<file path="src/rf_slot_pkg.sv">
`default_nettype none
package rf_slot_pkg;

  // Byte addresses of the register bank on the AXI4-Lite slave.
  localparam logic [31:0] ADDR_RF_TEST_CONTROL  = 32'h4000_00E0;
  localparam logic [31:0] ADDR_RF_TEST_TX_STAT  = 32'h4000_00E4;
  localparam logic [31:0] ADDR_RF_TEST_RX_STAT  = 32'h4000_00E8;
  localparam logic [31:0] ADDR_SLOT_TIME_COUNT  = 32'h4000_00EC;
  localparam logic [31:0] ADDR_TIMING_GEN_CTRL  = 32'h4000_00F0;
  localparam logic [31:0] ADDR_COARSE_TARGET    = 32'h4000_00F4;
  localparam logic [31:0] ADDR_FINE_TARGET      = 32'h4000_00F8;
  localparam logic [31:0] ADDR_BASE_SNAPSHOT    = 32'h4000_00FC;

  // Field positions inside rf_test_control.
  localparam int unsigned POS_ENDLESS_RX      = 31;
  localparam int unsigned POS_RX_COUNT_EN     = 27;
  localparam int unsigned POS_ENDLESS_TX      = 15;
  localparam int unsigned POS_TX_LENGTH_SEL   = 14;
  localparam int unsigned POS_PRBS_SEL        = 13;
  localparam int unsigned POS_TX_PAYLOAD_SEL  = 12;
  localparam int unsigned POS_TX_COUNT_EN     = 11;
  localparam int unsigned TX_LENGTH_MSB       = 8;

  // Field positions inside timing_generator_control and the snapshot register.
  localparam int unsigned POS_PREFETCH_ABORT  = 31;
  localparam int unsigned ABORT_INSTANT_LSB   = 16;
  localparam int unsigned ABORT_INSTANT_MSB   = 25;
  localparam int unsigned FETCH_INSTANT_MSB   = 8;
  localparam int unsigned POS_SNAPSHOT        = 0;

  // Writable bits and reset values of the stored registers.
  localparam logic [31:0] MASK_RF_TEST_CONTROL = 32'h8800_F9FF;
  localparam logic [31:0] MASK_TIMING_GEN_CTRL = 32'h83FF_01FF;
  localparam logic [31:0] MASK_COARSE_TARGET   = 32'h007F_FFFF;
  localparam logic [31:0] MASK_FINE_TARGET     = 32'h07FF_FFFF;
  localparam logic [31:0] RST_RF_TEST_CONTROL  = 32'h0000_0000;
  localparam logic [31:0] RST_TIMING_GEN_CTRL  = 32'h81FE_0096;
  localparam logic [31:0] RST_TARGET           = 32'h0000_0000;
  localparam logic [31:0] RST_COUNT            = 32'h0000_0000;

  // Slot timing: the time in microseconds and the derived cycle count at 100 MHz.
  localparam int unsigned SLOT_TIME_US    = 625;
  localparam int unsigned CLK_MHZ         = 100;
  localparam int unsigned SLOT_CYCLES_DEF = SLOT_TIME_US * CLK_MHZ;

  // AXI response codes.
  localparam logic [1:0] RESP_OKAY   = 2'h0;
  localparam logic [1:0] RESP_SLVERR = 2'h2;

  // Bundle of test-mode settings handed to the radio datapath.
  typedef struct packed {
    logic       endlessRx;        // Receive window held open.
    logic       endlessTx;        // Payload continues without end.
    logic       prbs15;           // 1 selects the 15-bit sequence, 0 the 9-bit one.
    logic       payloadFromPrbs;  // Payload bytes come from the generator.
    logic [8:0] tx_test_length;         // Payload length in bytes actually used.
  } test_cfg_type;

  // Bundle of prefetch timing settings handed to the exchange-table fetcher.
  typedef struct packed {
    logic       abortEnable;      // Anticipated prefetch abort enabled.
    logic [9:0] abortInstant;     // Immediate-abort instant in microseconds.
    logic [8:0] fetchInstant;     // Table prefetch instant in microseconds.
  } prefetch_cfg_type;

endpackage
`default_nettype wire

</file>
<file path="src/pkt_counter.sv">
`timescale 1ns/1ns
`default_nettype none
// Packet counter that runs only while enabled and clears while disabled.
module pkt_counter (
  input  wire logic        mclk,     // Core clock.
  input  wire logic        sys_rst,  // Synchronous reset, active high.
  input  wire logic        ce,       // Clock enable; low freezes the count.
  input  wire logic        enable,   // Counting enabled.
  input  wire logic        inc,      // One-cycle pulse per counted packet.
  output logic      [31:0] count_r   // Running count.
);
  import rf_slot_pkg::*;

  // A disabled counter restarts at zero, so a fresh enable starts a clean run.
  always_ff @(posedge mclk) begin
    if (sys_rst) begin
      count_r <= RST_COUNT;
    end else if (ce) begin
      if (!enable) begin
        count_r <= RST_COUNT;
      end else if (inc) begin
        count_r <= count_r + 32'h0000_0001;
      end
    end
  end

endmodule // pkt_counter
`default_nettype wire

</file>
<file path="src/rf_test_and_slot_timer_regs.sv">
`timescale 1ns/1ns
`default_nettype none
// Operation
// - Test mode bit 31 holds receive window open.
// - Bit 27 counts received packets, reported on abort.
// - Test mode bit 15 makes payload endless.
// - Bit 14 picks descriptor or test length.
// - Bit 13 picks 9-bit or 15-bit sequence.
// - Bit 12 picks memory or generator payload.
// - Bit 11 counts sent packets, reported on abort.
// - Nine-bit test length used when selected.
// - Sent count readable, valid while enabled.
// - Received count counts only error-free packets.
// - Prefetch abort enable bit, resets to one.
// - Ten-bit abort instant, resets to 0x1FE.
// - Nine-bit table fetch instant, resets to 0x96.
// - Coarse target matches counter top, low bits zero.
// - Precise target matches whole slot counter.
// - Snapshot bit copies counter, then self-clears.
module rf_test_and_slot_timer_regs #(
  parameter int unsigned SLOT_CYCLES = rf_slot_pkg::SLOT_CYCLES_DEF  // Core cycles per 625 us slot.
) (
  input  wire logic                          mclk,            // Core clock, 100 MHz.
  input  wire logic                          sys_rst,         // Synchronous reset, active high.
  input  wire logic                          ce,              // Clock enable; low freezes all state.
  input  wire logic                   [31:0] awaddr,          // Write address.
  input  wire logic                          awvalid,         // Write address valid.
  output logic                               awready,         // Write address ready.
  input  wire logic                   [31:0] wdata,           // Write data.
  input  wire logic                   [3:0]  wstrb,           // Write byte strobes.
  input  wire logic                          wvalid,          // Write data valid.
  output logic                               wready,          // Write data ready.
  output logic                        [1:0]  bresp,           // Write response.
  output logic                               bvalid,          // Write response valid.
  input  wire logic                          bready,          // Write response ready.
  input  wire logic                   [31:0] araddr,          // Read address.
  input  wire logic                          arvalid,         // Read address valid.
  output logic                               arready,         // Read address ready.
  output logic                        [31:0] rdata,           // Read data.
  output logic                        [1:0]  rresp,           // Read response.
  output logic                               rvalid,          // Read data valid.
  input  wire logic                          rready,          // Read data ready.
  input  wire logic                          rfTestMode,      // Radio is in RF test mode.
  input  wire logic                   [8:0]  descPayloadLen,  // Descriptor payload length in bytes.
  input  wire logic                          txPacketDone,    // Pulse per transmitted packet.
  input  wire logic                          rxPacketDone,    // Pulse per received packet.
  input  wire logic                          rxSyncError,     // Sync error on the packet just done.
  input  wire logic                          rxCrcError,      // CRC error on the packet just done.
  input  wire logic                          rfAbort,         // Pulse on the RF abort command.
  output rf_slot_pkg::test_cfg_type          testCfg,         // Test settings for the datapath.
  output rf_slot_pkg::prefetch_cfg_type      prefetchCfg,     // Prefetch timing settings.
  output logic                        [31:0] structTxCount,   // Sent count for the control structure.
  output logic                        [31:0] structRxCount,   // Received count for the control structure.
  output logic                               countReport,     // Pulse: structure counts updated.
  output logic                               coarseTargetIrq, // Pulse on coarse target match.
  output logic                               preciseTargetIrq // Pulse on precise target match.
);
  import rf_slot_pkg::*;

  localparam logic [15:0] SLOT_LAST = 16'(SLOT_CYCLES - 1);  // Last divider count of a slot.

  logic [31:0] rfCtrl_r;        // rf_test_control storage.
  logic [31:0] timCtrl_r;       // timing_generator_control storage.
  logic [31:0] coarseTarget_r;  // coarse_timer_target storage.
  logic [31:0] precise_target_r;    // fine_timer_target storage.
  logic [31:0] txStatus_r;      // Reported sent count.
  logic [31:0] rxStatus_r;      // Reported received count.
  logic [26:0] snapshot_r;      // Readable slot_time_counter copy.
  logic        snapPend_r;      // Snapshot requested, not yet taken.
  logic [15:0] slotDiv_r;       // Cycle divider within a slot.
  logic [26:0] baseCnt_r;       // Running base time counter.
  logic [26:0] baseNxt;         // Base counter after the next tick.
  logic        slotTick;        // Last cycle of a slot.
  logic        awHeld_r;        // Write address captured.
  logic        wHeld_r;         // Write data captured.
  logic [31:0] wAddr_r;         // Captured write address.
  logic [31:0] wData_r;         // Captured write data.
  logic [3:0]  wStrb_r;         // Captured byte strobes.
  logic        doWrite;         // Register write takes place this cycle.
  logic        doRead;          // Read address taken this cycle.
  logic [31:0] rdMux;           // Read data selected by address.
  logic        rdHit;           // Read address is mapped.
  logic        wrHit;           // Write address is mapped.
  logic [31:0] txRunning;       // Live sent count.
  logic [31:0] rxRunning;       // Live received count.
  logic        txCountEn;       // Sent counting active.
  logic        rxCountEn;       // Received counting active.
  logic        rxGood;          // Received packet free of sync and CRC errors.

  // Applies byte strobes and keeps undefined bits at zero.
  function automatic logic [31:0] merge(input logic [31:0] old, input logic [31:0] nw,
                                        input logic [3:0] strb, input logic [31:0] mask);
    logic [31:0] res;
    res = old;
    for (int i = 0; i < 4; i++) begin
      if (strb[i]) begin
        res[i*8 +: 8] = nw[i*8 +: 8];
      end
    end
    return res & mask;
  endfunction

  // Ready outputs are combinational; all three drop while ce is low so nothing is
  // accepted in a frozen cycle.
  assign awready = ce && !awHeld_r && !bvalid;
  assign wready  = ce && !wHeld_r && !bvalid;
  assign arready = ce && !rvalid;
  assign doWrite = ce && awHeld_r && wHeld_r && !bvalid;
  assign doRead  = arvalid && arready;

  // Address and data are captured independently, in either order.
  always_ff @(posedge mclk) begin
    if (sys_rst) begin
      awHeld_r <= 1'b0;
      wHeld_r  <= 1'b0;
      wAddr_r  <= 32'h0000_0000;
      wData_r  <= 32'h0000_0000;
      wStrb_r  <= 4'h0;
    end else if (ce) begin
      if (awvalid && awready) begin
        awHeld_r <= 1'b1;
        wAddr_r  <= awaddr;
      end else if (doWrite) begin
        awHeld_r <= 1'b0;
      end
      if (wvalid && wready) begin
        wHeld_r <= 1'b1;
        wData_r <= wdata;
        wStrb_r <= wstrb;
      end else if (doWrite) begin
        wHeld_r <= 1'b0;
      end
    end
  end

  // Write decode; unmapped addresses answer with a slave error and store nothing.
  always_comb begin
    case (wAddr_r)
      ADDR_RF_TEST_CONTROL, ADDR_RF_TEST_TX_STAT, ADDR_RF_TEST_RX_STAT, ADDR_SLOT_TIME_COUNT,
      ADDR_TIMING_GEN_CTRL, ADDR_COARSE_TARGET, ADDR_FINE_TARGET, ADDR_BASE_SNAPSHOT: wrHit = 1'b1;
      default: wrHit = 1'b0;
    endcase
  end

  // Write response is raised the cycle after the write and held until bready.
  always_ff @(posedge mclk) begin
    if (sys_rst) begin
      bvalid <= 1'b0;
      bresp  <= RESP_OKAY;
    end else if (ce) begin
      if (doWrite) begin
        bvalid <= 1'b1;
        bresp  <= wrHit ? RESP_OKAY : RESP_SLVERR;
      end else if (bready) begin
        bvalid <= 1'b0;
      end
    end
  end

  // Test control register; all defined bits are plain read/write, the rest read zero.
  always_ff @(posedge mclk) begin
    if (sys_rst) begin
      rfCtrl_r <= RST_RF_TEST_CONTROL;
    end else if (doWrite && wAddr_r == ADDR_RF_TEST_CONTROL) begin
      rfCtrl_r <= merge(rfCtrl_r, wData_r, wStrb_r, MASK_RF_TEST_CONTROL);
    end
  end

  // Timing generator control; the abort enable comes out of reset set.
  always_ff @(posedge mclk) begin
    if (sys_rst) begin
      timCtrl_r <= RST_TIMING_GEN_CTRL;
    end else if (doWrite && wAddr_r == ADDR_TIMING_GEN_CTRL) begin
      timCtrl_r <= merge(timCtrl_r, wData_r, wStrb_r, MASK_TIMING_GEN_CTRL);
    end
  end

  // Target registers for the two comparators.
  always_ff @(posedge mclk) begin
    if (sys_rst) begin
      coarseTarget_r <= RST_TARGET;
      precise_target_r   <= RST_TARGET;
    end else if (doWrite) begin
      if (wAddr_r == ADDR_COARSE_TARGET) begin
        coarseTarget_r <= merge(coarseTarget_r, wData_r, wStrb_r, MASK_COARSE_TARGET);
      end
      if (wAddr_r == ADDR_FINE_TARGET) begin
        precise_target_r <= merge(precise_target_r, wData_r, wStrb_r, MASK_FINE_TARGET);
      end
    end
  end

  // Snapshot request: a fresh request wins over the self-clear, so none is lost.
  always_ff @(posedge mclk) begin
    if (sys_rst) begin
      snapPend_r <= 1'b0;
      snapshot_r <= 27'h000_0000;
    end else if (ce) begin
      if (snapPend_r) begin
        snapshot_r <= baseCnt_r;
      end
      if (doWrite && wAddr_r == ADDR_BASE_SNAPSHOT && wStrb_r[0] && wData_r[POS_SNAPSHOT]) begin
        snapPend_r <= 1'b1;
      end else if (snapPend_r) begin
        snapPend_r <= 1'b0;
      end
    end
  end

  // Slot divider and base time counter; the 27-bit counter wraps on its own.
  assign slotTick = ce && (slotDiv_r == SLOT_LAST);
  assign baseNxt  = baseCnt_r + 27'h000_0001;
  always_ff @(posedge mclk) begin
    if (sys_rst) begin
      slotDiv_r <= 16'h0000;
      baseCnt_r <= 27'h000_0000;
    end else if (ce) begin
      slotDiv_r <= slotTick ? 16'h0000 : slotDiv_r + 16'h0001;
      if (slotTick) begin
        baseCnt_r <= baseNxt;
      end
    end
  end

  // Target comparators fire once, on the tick that reaches the matching count. The coarse
  // one only checks at multiples of 16 slots, which is where its 10 ms grain comes from.
  always_ff @(posedge mclk) begin
    if (sys_rst) begin
      coarseTargetIrq  <= 1'b0;
      preciseTargetIrq <= 1'b0;
    end else if (ce) begin
      coarseTargetIrq  <= slotTick && baseNxt[3:0] == 4'h0
                          && baseNxt[26:4] == coarseTarget_r[22:0];
      preciseTargetIrq <= slotTick && baseNxt == precise_target_r[26:0];
    end
  end

  // Packet counting only happens in test mode with the matching enable set.
  assign txCountEn = rfTestMode && rfCtrl_r[POS_TX_COUNT_EN];
  assign rxCountEn = rfTestMode && rfCtrl_r[POS_RX_COUNT_EN];
  assign rxGood    = rxPacketDone && !rxSyncError && !rxCrcError;

  pkt_counter txCounter (
    .mclk    (mclk),
    .sys_rst (sys_rst),
    .ce      (ce),
    .enable  (txCountEn),
    .inc     (txPacketDone),
    .count_r (txRunning)
  );

  pkt_counter rxCounter (
    .mclk    (mclk),
    .sys_rst (sys_rst),
    .ce      (ce),
    .enable  (rxCountEn),
    .inc     (rxGood),
    .count_r (rxRunning)
  );

  // On the abort command each enabled live count is published to status and structure.
  always_ff @(posedge mclk) begin
    if (sys_rst) begin
      txStatus_r  <= RST_COUNT;
      rxStatus_r  <= RST_COUNT;
      countReport <= 1'b0;
    end else if (ce) begin
      countReport <= rfAbort && (txCountEn || rxCountEn);
      if (rfAbort && txCountEn) begin
        txStatus_r <= txRunning;
      end
      if (rfAbort && rxCountEn) begin
        rxStatus_r <= rxRunning;
      end
    end
  end
  assign structTxCount = txStatus_r;
  assign structRxCount = rxStatus_r;

  // Settings for the datapath are registered; test-mode fields are gated by test mode.
  always_ff @(posedge mclk) begin
    if (sys_rst) begin
      testCfg     <= '0;
      prefetchCfg <= '0;
    end else if (ce) begin
      testCfg.endlessRx       <= rfTestMode && rfCtrl_r[POS_ENDLESS_RX];
      testCfg.endlessTx       <= rfTestMode && rfCtrl_r[POS_ENDLESS_TX];
      testCfg.prbs15          <= rfTestMode && rfCtrl_r[POS_PRBS_SEL];
      testCfg.payloadFromPrbs <= rfTestMode && rfCtrl_r[POS_TX_PAYLOAD_SEL];
      testCfg.tx_test_length        <= (rfTestMode && rfCtrl_r[POS_TX_LENGTH_SEL])
                                 ? rfCtrl_r[TX_LENGTH_MSB:0] : descPayloadLen;
      prefetchCfg.abortEnable  <= timCtrl_r[POS_PREFETCH_ABORT];
      prefetchCfg.abortInstant <= timCtrl_r[ABORT_INSTANT_MSB:ABORT_INSTANT_LSB];
      prefetchCfg.fetchInstant <= timCtrl_r[FETCH_INSTANT_MSB:0];
    end
  end

  // Read decode; the snapshot trigger reads back as zero.
  always_comb begin
    rdHit = 1'b1;
    case (araddr)
      ADDR_RF_TEST_CONTROL: rdMux = rfCtrl_r;
      ADDR_RF_TEST_TX_STAT: rdMux = txStatus_r;
      ADDR_RF_TEST_RX_STAT: rdMux = rxStatus_r;
      ADDR_SLOT_TIME_COUNT: rdMux = {5'h00, snapshot_r};
      ADDR_TIMING_GEN_CTRL: rdMux = timCtrl_r;
      ADDR_COARSE_TARGET:   rdMux = coarseTarget_r;
      ADDR_FINE_TARGET:     rdMux = precise_target_r;
      ADDR_BASE_SNAPSHOT:   rdMux = 32'h0000_0000;
      default: begin
        rdMux = 32'h0000_0000;
        rdHit = 1'b0;
      end
    endcase
  end

  // Read data is registered one cycle after the address and held until rready.
  always_ff @(posedge mclk) begin
    if (sys_rst) begin
      rvalid <= 1'b0;
      rdata  <= 32'h0000_0000;
      rresp  <= RESP_OKAY;
    end else if (ce) begin
      if (doRead) begin
        rvalid <= 1'b1;
        rdata  <= rdMux;
        rresp  <= rdHit ? RESP_OKAY : RESP_SLVERR;
      end else if (rready) begin
        rvalid <= 1'b0;
      end
    end
  end
endmodule // rf_test_and_slot_timer_regs
`default_nettype wire

</file>
<file path="config.mk">
export PLATFORM = sky130hd
export DESIGN_NAME = rf_test_and_slot_timer_regs
export DESIGN_NICKNAME = d
export VERILOG_FILES = /design/src/rf_slot_pkg.sv /design/src/pkt_counter.sv /design/src/rf_test_and_slot_timer_regs.sv
export SDC_FILE = /design/constraint.sdc
export NUM_CORES = 1
export LEC_CHECK = 0
export ABC_AREA = 1
export BUFFER_PORTS_ARGS = -buffer_cell sky130_fd_sc_hd__buf_4
export CELL_PAD_IN_SITES_DETAIL_PLACEMENT = 0
export CELL_PAD_IN_SITES_GLOBAL_PLACEMENT = 1
export CORE_MARGIN = 2
export CORE_UTILIZATION = 44
export CTS_CLUSTER_DIAMETER = 30
export CTS_CLUSTER_SIZE = 8
export DETAILED_ROUTE_END_ITERATION = 16
export HOLD_SLACK_MARGIN = 0.03
export PLACE_DENSITY_LB_ADDON = 0.2
export SYNTH_ARGS = -nofsm -noshare
export SYNTH_HDL_FRONTEND = slang
export SYNTH_SLANG_ARGS = --single-unit
</file>
<file path="constraint.sdc">
create_clock -name mclk -period 3.5 [get_ports mclk]
set_input_delay 0 -clock mclk [delete_from_list [all_inputs] [get_ports mclk]]
set_output_delay 0 -clock mclk [all_outputs]
set_load 0.03 [all_outputs]
</file>
==> impl_metrics.json <==
{
  "cts-resized-gates": 0,
  "fillerInstances": 3868,
  "worstHoldPathCells": 4,
  "ioPinCount": 264,
  "synth_fa_ha_area_share_pct": 0.258,
  "grt.total_usage_pct": 30.0,
  "antenna_cells": 0,
  "tightest_slew_ns": 1.19,
  "synth_top_area_share_pct": 43.7,
  "finalMaxSlewViolations": 0,
  "num-nets-final": 3351,
  "hp-class": "in -> reg",
  "async_flop_share_pct": 0,
  "start_util_pct": 44.9,
  "worstReg2RegStart": "bvalid$_SDFFE_PP0P_",
  "die-area_um2": 45800,
  "crit_fanout": 10,
  "wirelength_um": 70000,
  "start_kind": "input port",
  "synth_seq_area_share_pct": 43.7,
  "drcViolationCount": 0,
  "rows": 76,
  "synthXorXnorAreaFrac_pct": 1.02,
  "clk-insertion-delay-late_ns": 0.63,
  "synth_flop_cell": "dfxtp_1",
  "ant_nets": 0,
  "avgSynthCellArea_um2": 6.84,
  "fmax_ghz": 0.339,
  "gp_congestion": 0.935,
  "portBuffers": 258,
  "max-slew-margin-rel_pct": 20.9,
  "die_width_um": 214,
  "grt_overflow_total": 0,
  "min_from": "wdata[17]",
  "synthesis.area_um2": 19400,
  "dieHeight_um": 214,
  "synth_compound_area_share_pct": 16.4,
  "synth_mux_area_share_pct": 0,
  "avgViaCountPerCell": 5.33,
  "final_cell_mix": "668 x nand2_1, 424 x dfxtp_1, 362 x nor2_1, 283 x a21oi_1, 280 x buf_4",
  "setup_viol": 0,
  "period_needed_ns": 2.95,
  "synth_top_family_by_area": "simple AND/OR/NAND/NOR gates",
  "vias": 20773,
  "drive_above_1_share_pct": 15.5,
  "firstDrtPassIters": 6,
  "cp-end-kind": "flip-flop",
  "syn-instance-count": 2837,
  "cts_tree": "done",
  "antenna_found_initial": 1,
  "holdPathEnd": "wData_r[17]$_SDFFE_PP0P_",
  "clkTransAtPathRegs_ns": 0.04,
  "outcome": "completed",
  "root_buffer": "clkbuf_16",
  "grt_pass1_wl_um": 110000,
  "clockBufferDepth": 3,
  "crit_type": "in -> reg",
  "clock_skew_ns": 0.0258,
  "grt_max_degree": 78,
  "power_density_nw_per_um2": 589,
  "critical_path_required_ns": 4.03,
  "vdd_drop_max_mv": 0.483,
  "synthTopCellsByArea": "dfxtp_1 44%, nand2_1 13%, a21oi_1 7.3%",
  "place_area_um2": 21800,
  "min_period_over_period_pct": 84.4,
  "first_iter_violations": 1807,
  "arrival_ns": 3.48,
  "ff2ff_path_depth": 9,
  "maxCapViolations": 0,
  "core_um2": 43300,
  "grt_pass1_vias": 20168,
  "setup_tns_ns": 0,
  "synth_cell_type_count": 52,
  "cts_sinks": 424,
  "cts_setup_buffers": 0,
  "cts-buffers-inserted": 102,
  "synth_edf_count": 0,
  "wl_per_cell_um": 18.0,
  "timing.rr.end": "wAddr_r[29]$_SDFFE_PP0P_",
  "final_core_util_pct": 61.7,
  "synthSimpleGateAreaFrac_pct": 31.0,
  "p_leak_uw": 0.0113,
  "yosysWarnings": 0,
  "cts_hold_buf": 122,
  "area_growth_pct": 37.5,
  "synth_area_leader_cell": "dfxtp_1",
  "rsz0062_at_grt": "no",
  "ys_seq_elements": 424,
  "hold_violations": 0,
  "regToRegSetupSlack_ns": 0.85,
  "htree_levels": 3,
  "dpl.hpwl_um": 48600,
  "layout_commonest_cell": "nand2_1",
  "stdcell_area_um2": 26700
}
## routing by layer
metal	vias up	share of wire (%)	global-route usage, %
met4	0	4.1	13.4
li1	10133	-	-
met1	9700	44	39.2
met5	-	0	0
met3	180	6.4	5.26
met2	760	46	48.4
## cells in the mapped netlist (2+ instances only)
master	instances
nand2_1	668
dfxtp_1	424
nor2_1	365
a21oi_1	283
o21ai_0	259
inv_1	247
nand3_1	212
clkbuf_1	87
nor3_1	42
nand4_1	37
o22ai_1	25
nand3b_1	21
buf_2	20
nor4_1	15
xor2_1	13
nor2_2	10
o211ai_1	10
nand2_2	8
buf_1	7
o21ai_1	7
o21a_1	6
buf_4	5
inv_2	5
nor3_2	5
a21oi_2	4
a31oi_1	4
and2_1	4
ha_1	4
nor2_4	4
a211oi_1	3
buf_6	3
nor3_4	3
xnor3_1	3
clkinv_1	2
nand2_4	2
nand3_2	2
o211a_1	2
xnor2_1	2
## report_power, final
part | internal (uW) | total (uW) | switching, uW | leakage (uW)
clock | 6950 | 10000 | 3050 | 0.00178
sequential | 4930 | 5010 | 73.5 | 0.00344
combinational | 309 | 721 | 412 | 0.00608
## sequential cells by signal (all words and copies together), names as in the netlist, 20 cells and up
name	count
rxCounter.count_r	32
rdata	32
structTxCount	32
structRxCount	32
txCounter.count_r	32
wData_r	29
precise_target_r	27
coarseTarget_r	23
prefetchCfg	20
wAddr_r	32
baseCnt_r	27
snapshot_r	27
timCtrl_r	20
## through the flow
step | setup WS [ns] | power [uW] | cells | hold WS, ns
3_3_place_gp | 0.952 | 5670 | 3583 | 0.250
5_1_grt | 0.306 | 16100 | 3894 | 0.193
4_1_cts | 0.632 | 15800 | 3894 | 0.142
2_1_floorplan | 1.53 | 5400 | 2838 | 0.167
3_5_place_dp | 0.863 | 5680 | 3583 | 0.262
6_report | 0.547 | 15700 | 3894 | 0.169
## worst max-delay path, cell delays in order
cell and delay, ns:
dlygate4sd3_1 0.54, buf_4 0.13, nor2_1 0.07, dlygate4sd3_1 0.54, nand3_1 0.07, dlygate4sd3_1 0.60, nand2_2 0.17, nand2_1 0.11
nor2_1 0.13, nand2_1 0.13, nor3_2 0.24, nand4_2 0.21, nor2_2 0.29, nand3_1 0.12, nand2_1 0.08, nor2_1 0.05
## logic make-up after synthesis
logic type	Yosys count
adders and majority gates	4
AOI/OAI and AO/OA	609
other	1
DFF	424
buffers and inverters	377
xor gates and xnor gates	18
and+or+nand+nor	1404
## layout make-up
class	instances	area [um^2]	share of cell area, %
clock inverter	60	842	3.16
timing repair buffer	404	3360	12.6
multi-input combinational	2037	9460	35.5
sequential	424	8490	31.8
inverter	255	965	3.61
clock buffer	129	2840	10.6
tap	585	732	2.74
## worst max path at each step
| stage | slack (ns) | cells after the start | end | start |
|---|---|---|---|---|
| 6_report | 0.55 | 16 | rxCounter.count_r[31]$_SDFFE_PP0P_ | rxCrcError |
| 3_5_place_dp | 0.86 | 10 | rfCtrl_r[12]$_SDFFE_PP0P_ | ce |
| 4_1_cts | 0.63 | 10 | rdata[31]$_SDFFE_PP0P_ | ce |
| 3_3_place_gp | 0.95 | 8 | rdata[26]$_SDFFE_PP0P_ | ce |
| 5_1_grt | 0.31 | 10 | rdata[31]$_SDFFE_PP0P_ | ce |
| 2_1_floorplan | 1.53 | 8 | wAddr_r[0]$_SDFFE_PP0P_ | bvalid$_SDFFE_PP0P_ |
Power figures use the tool's default switching activity.
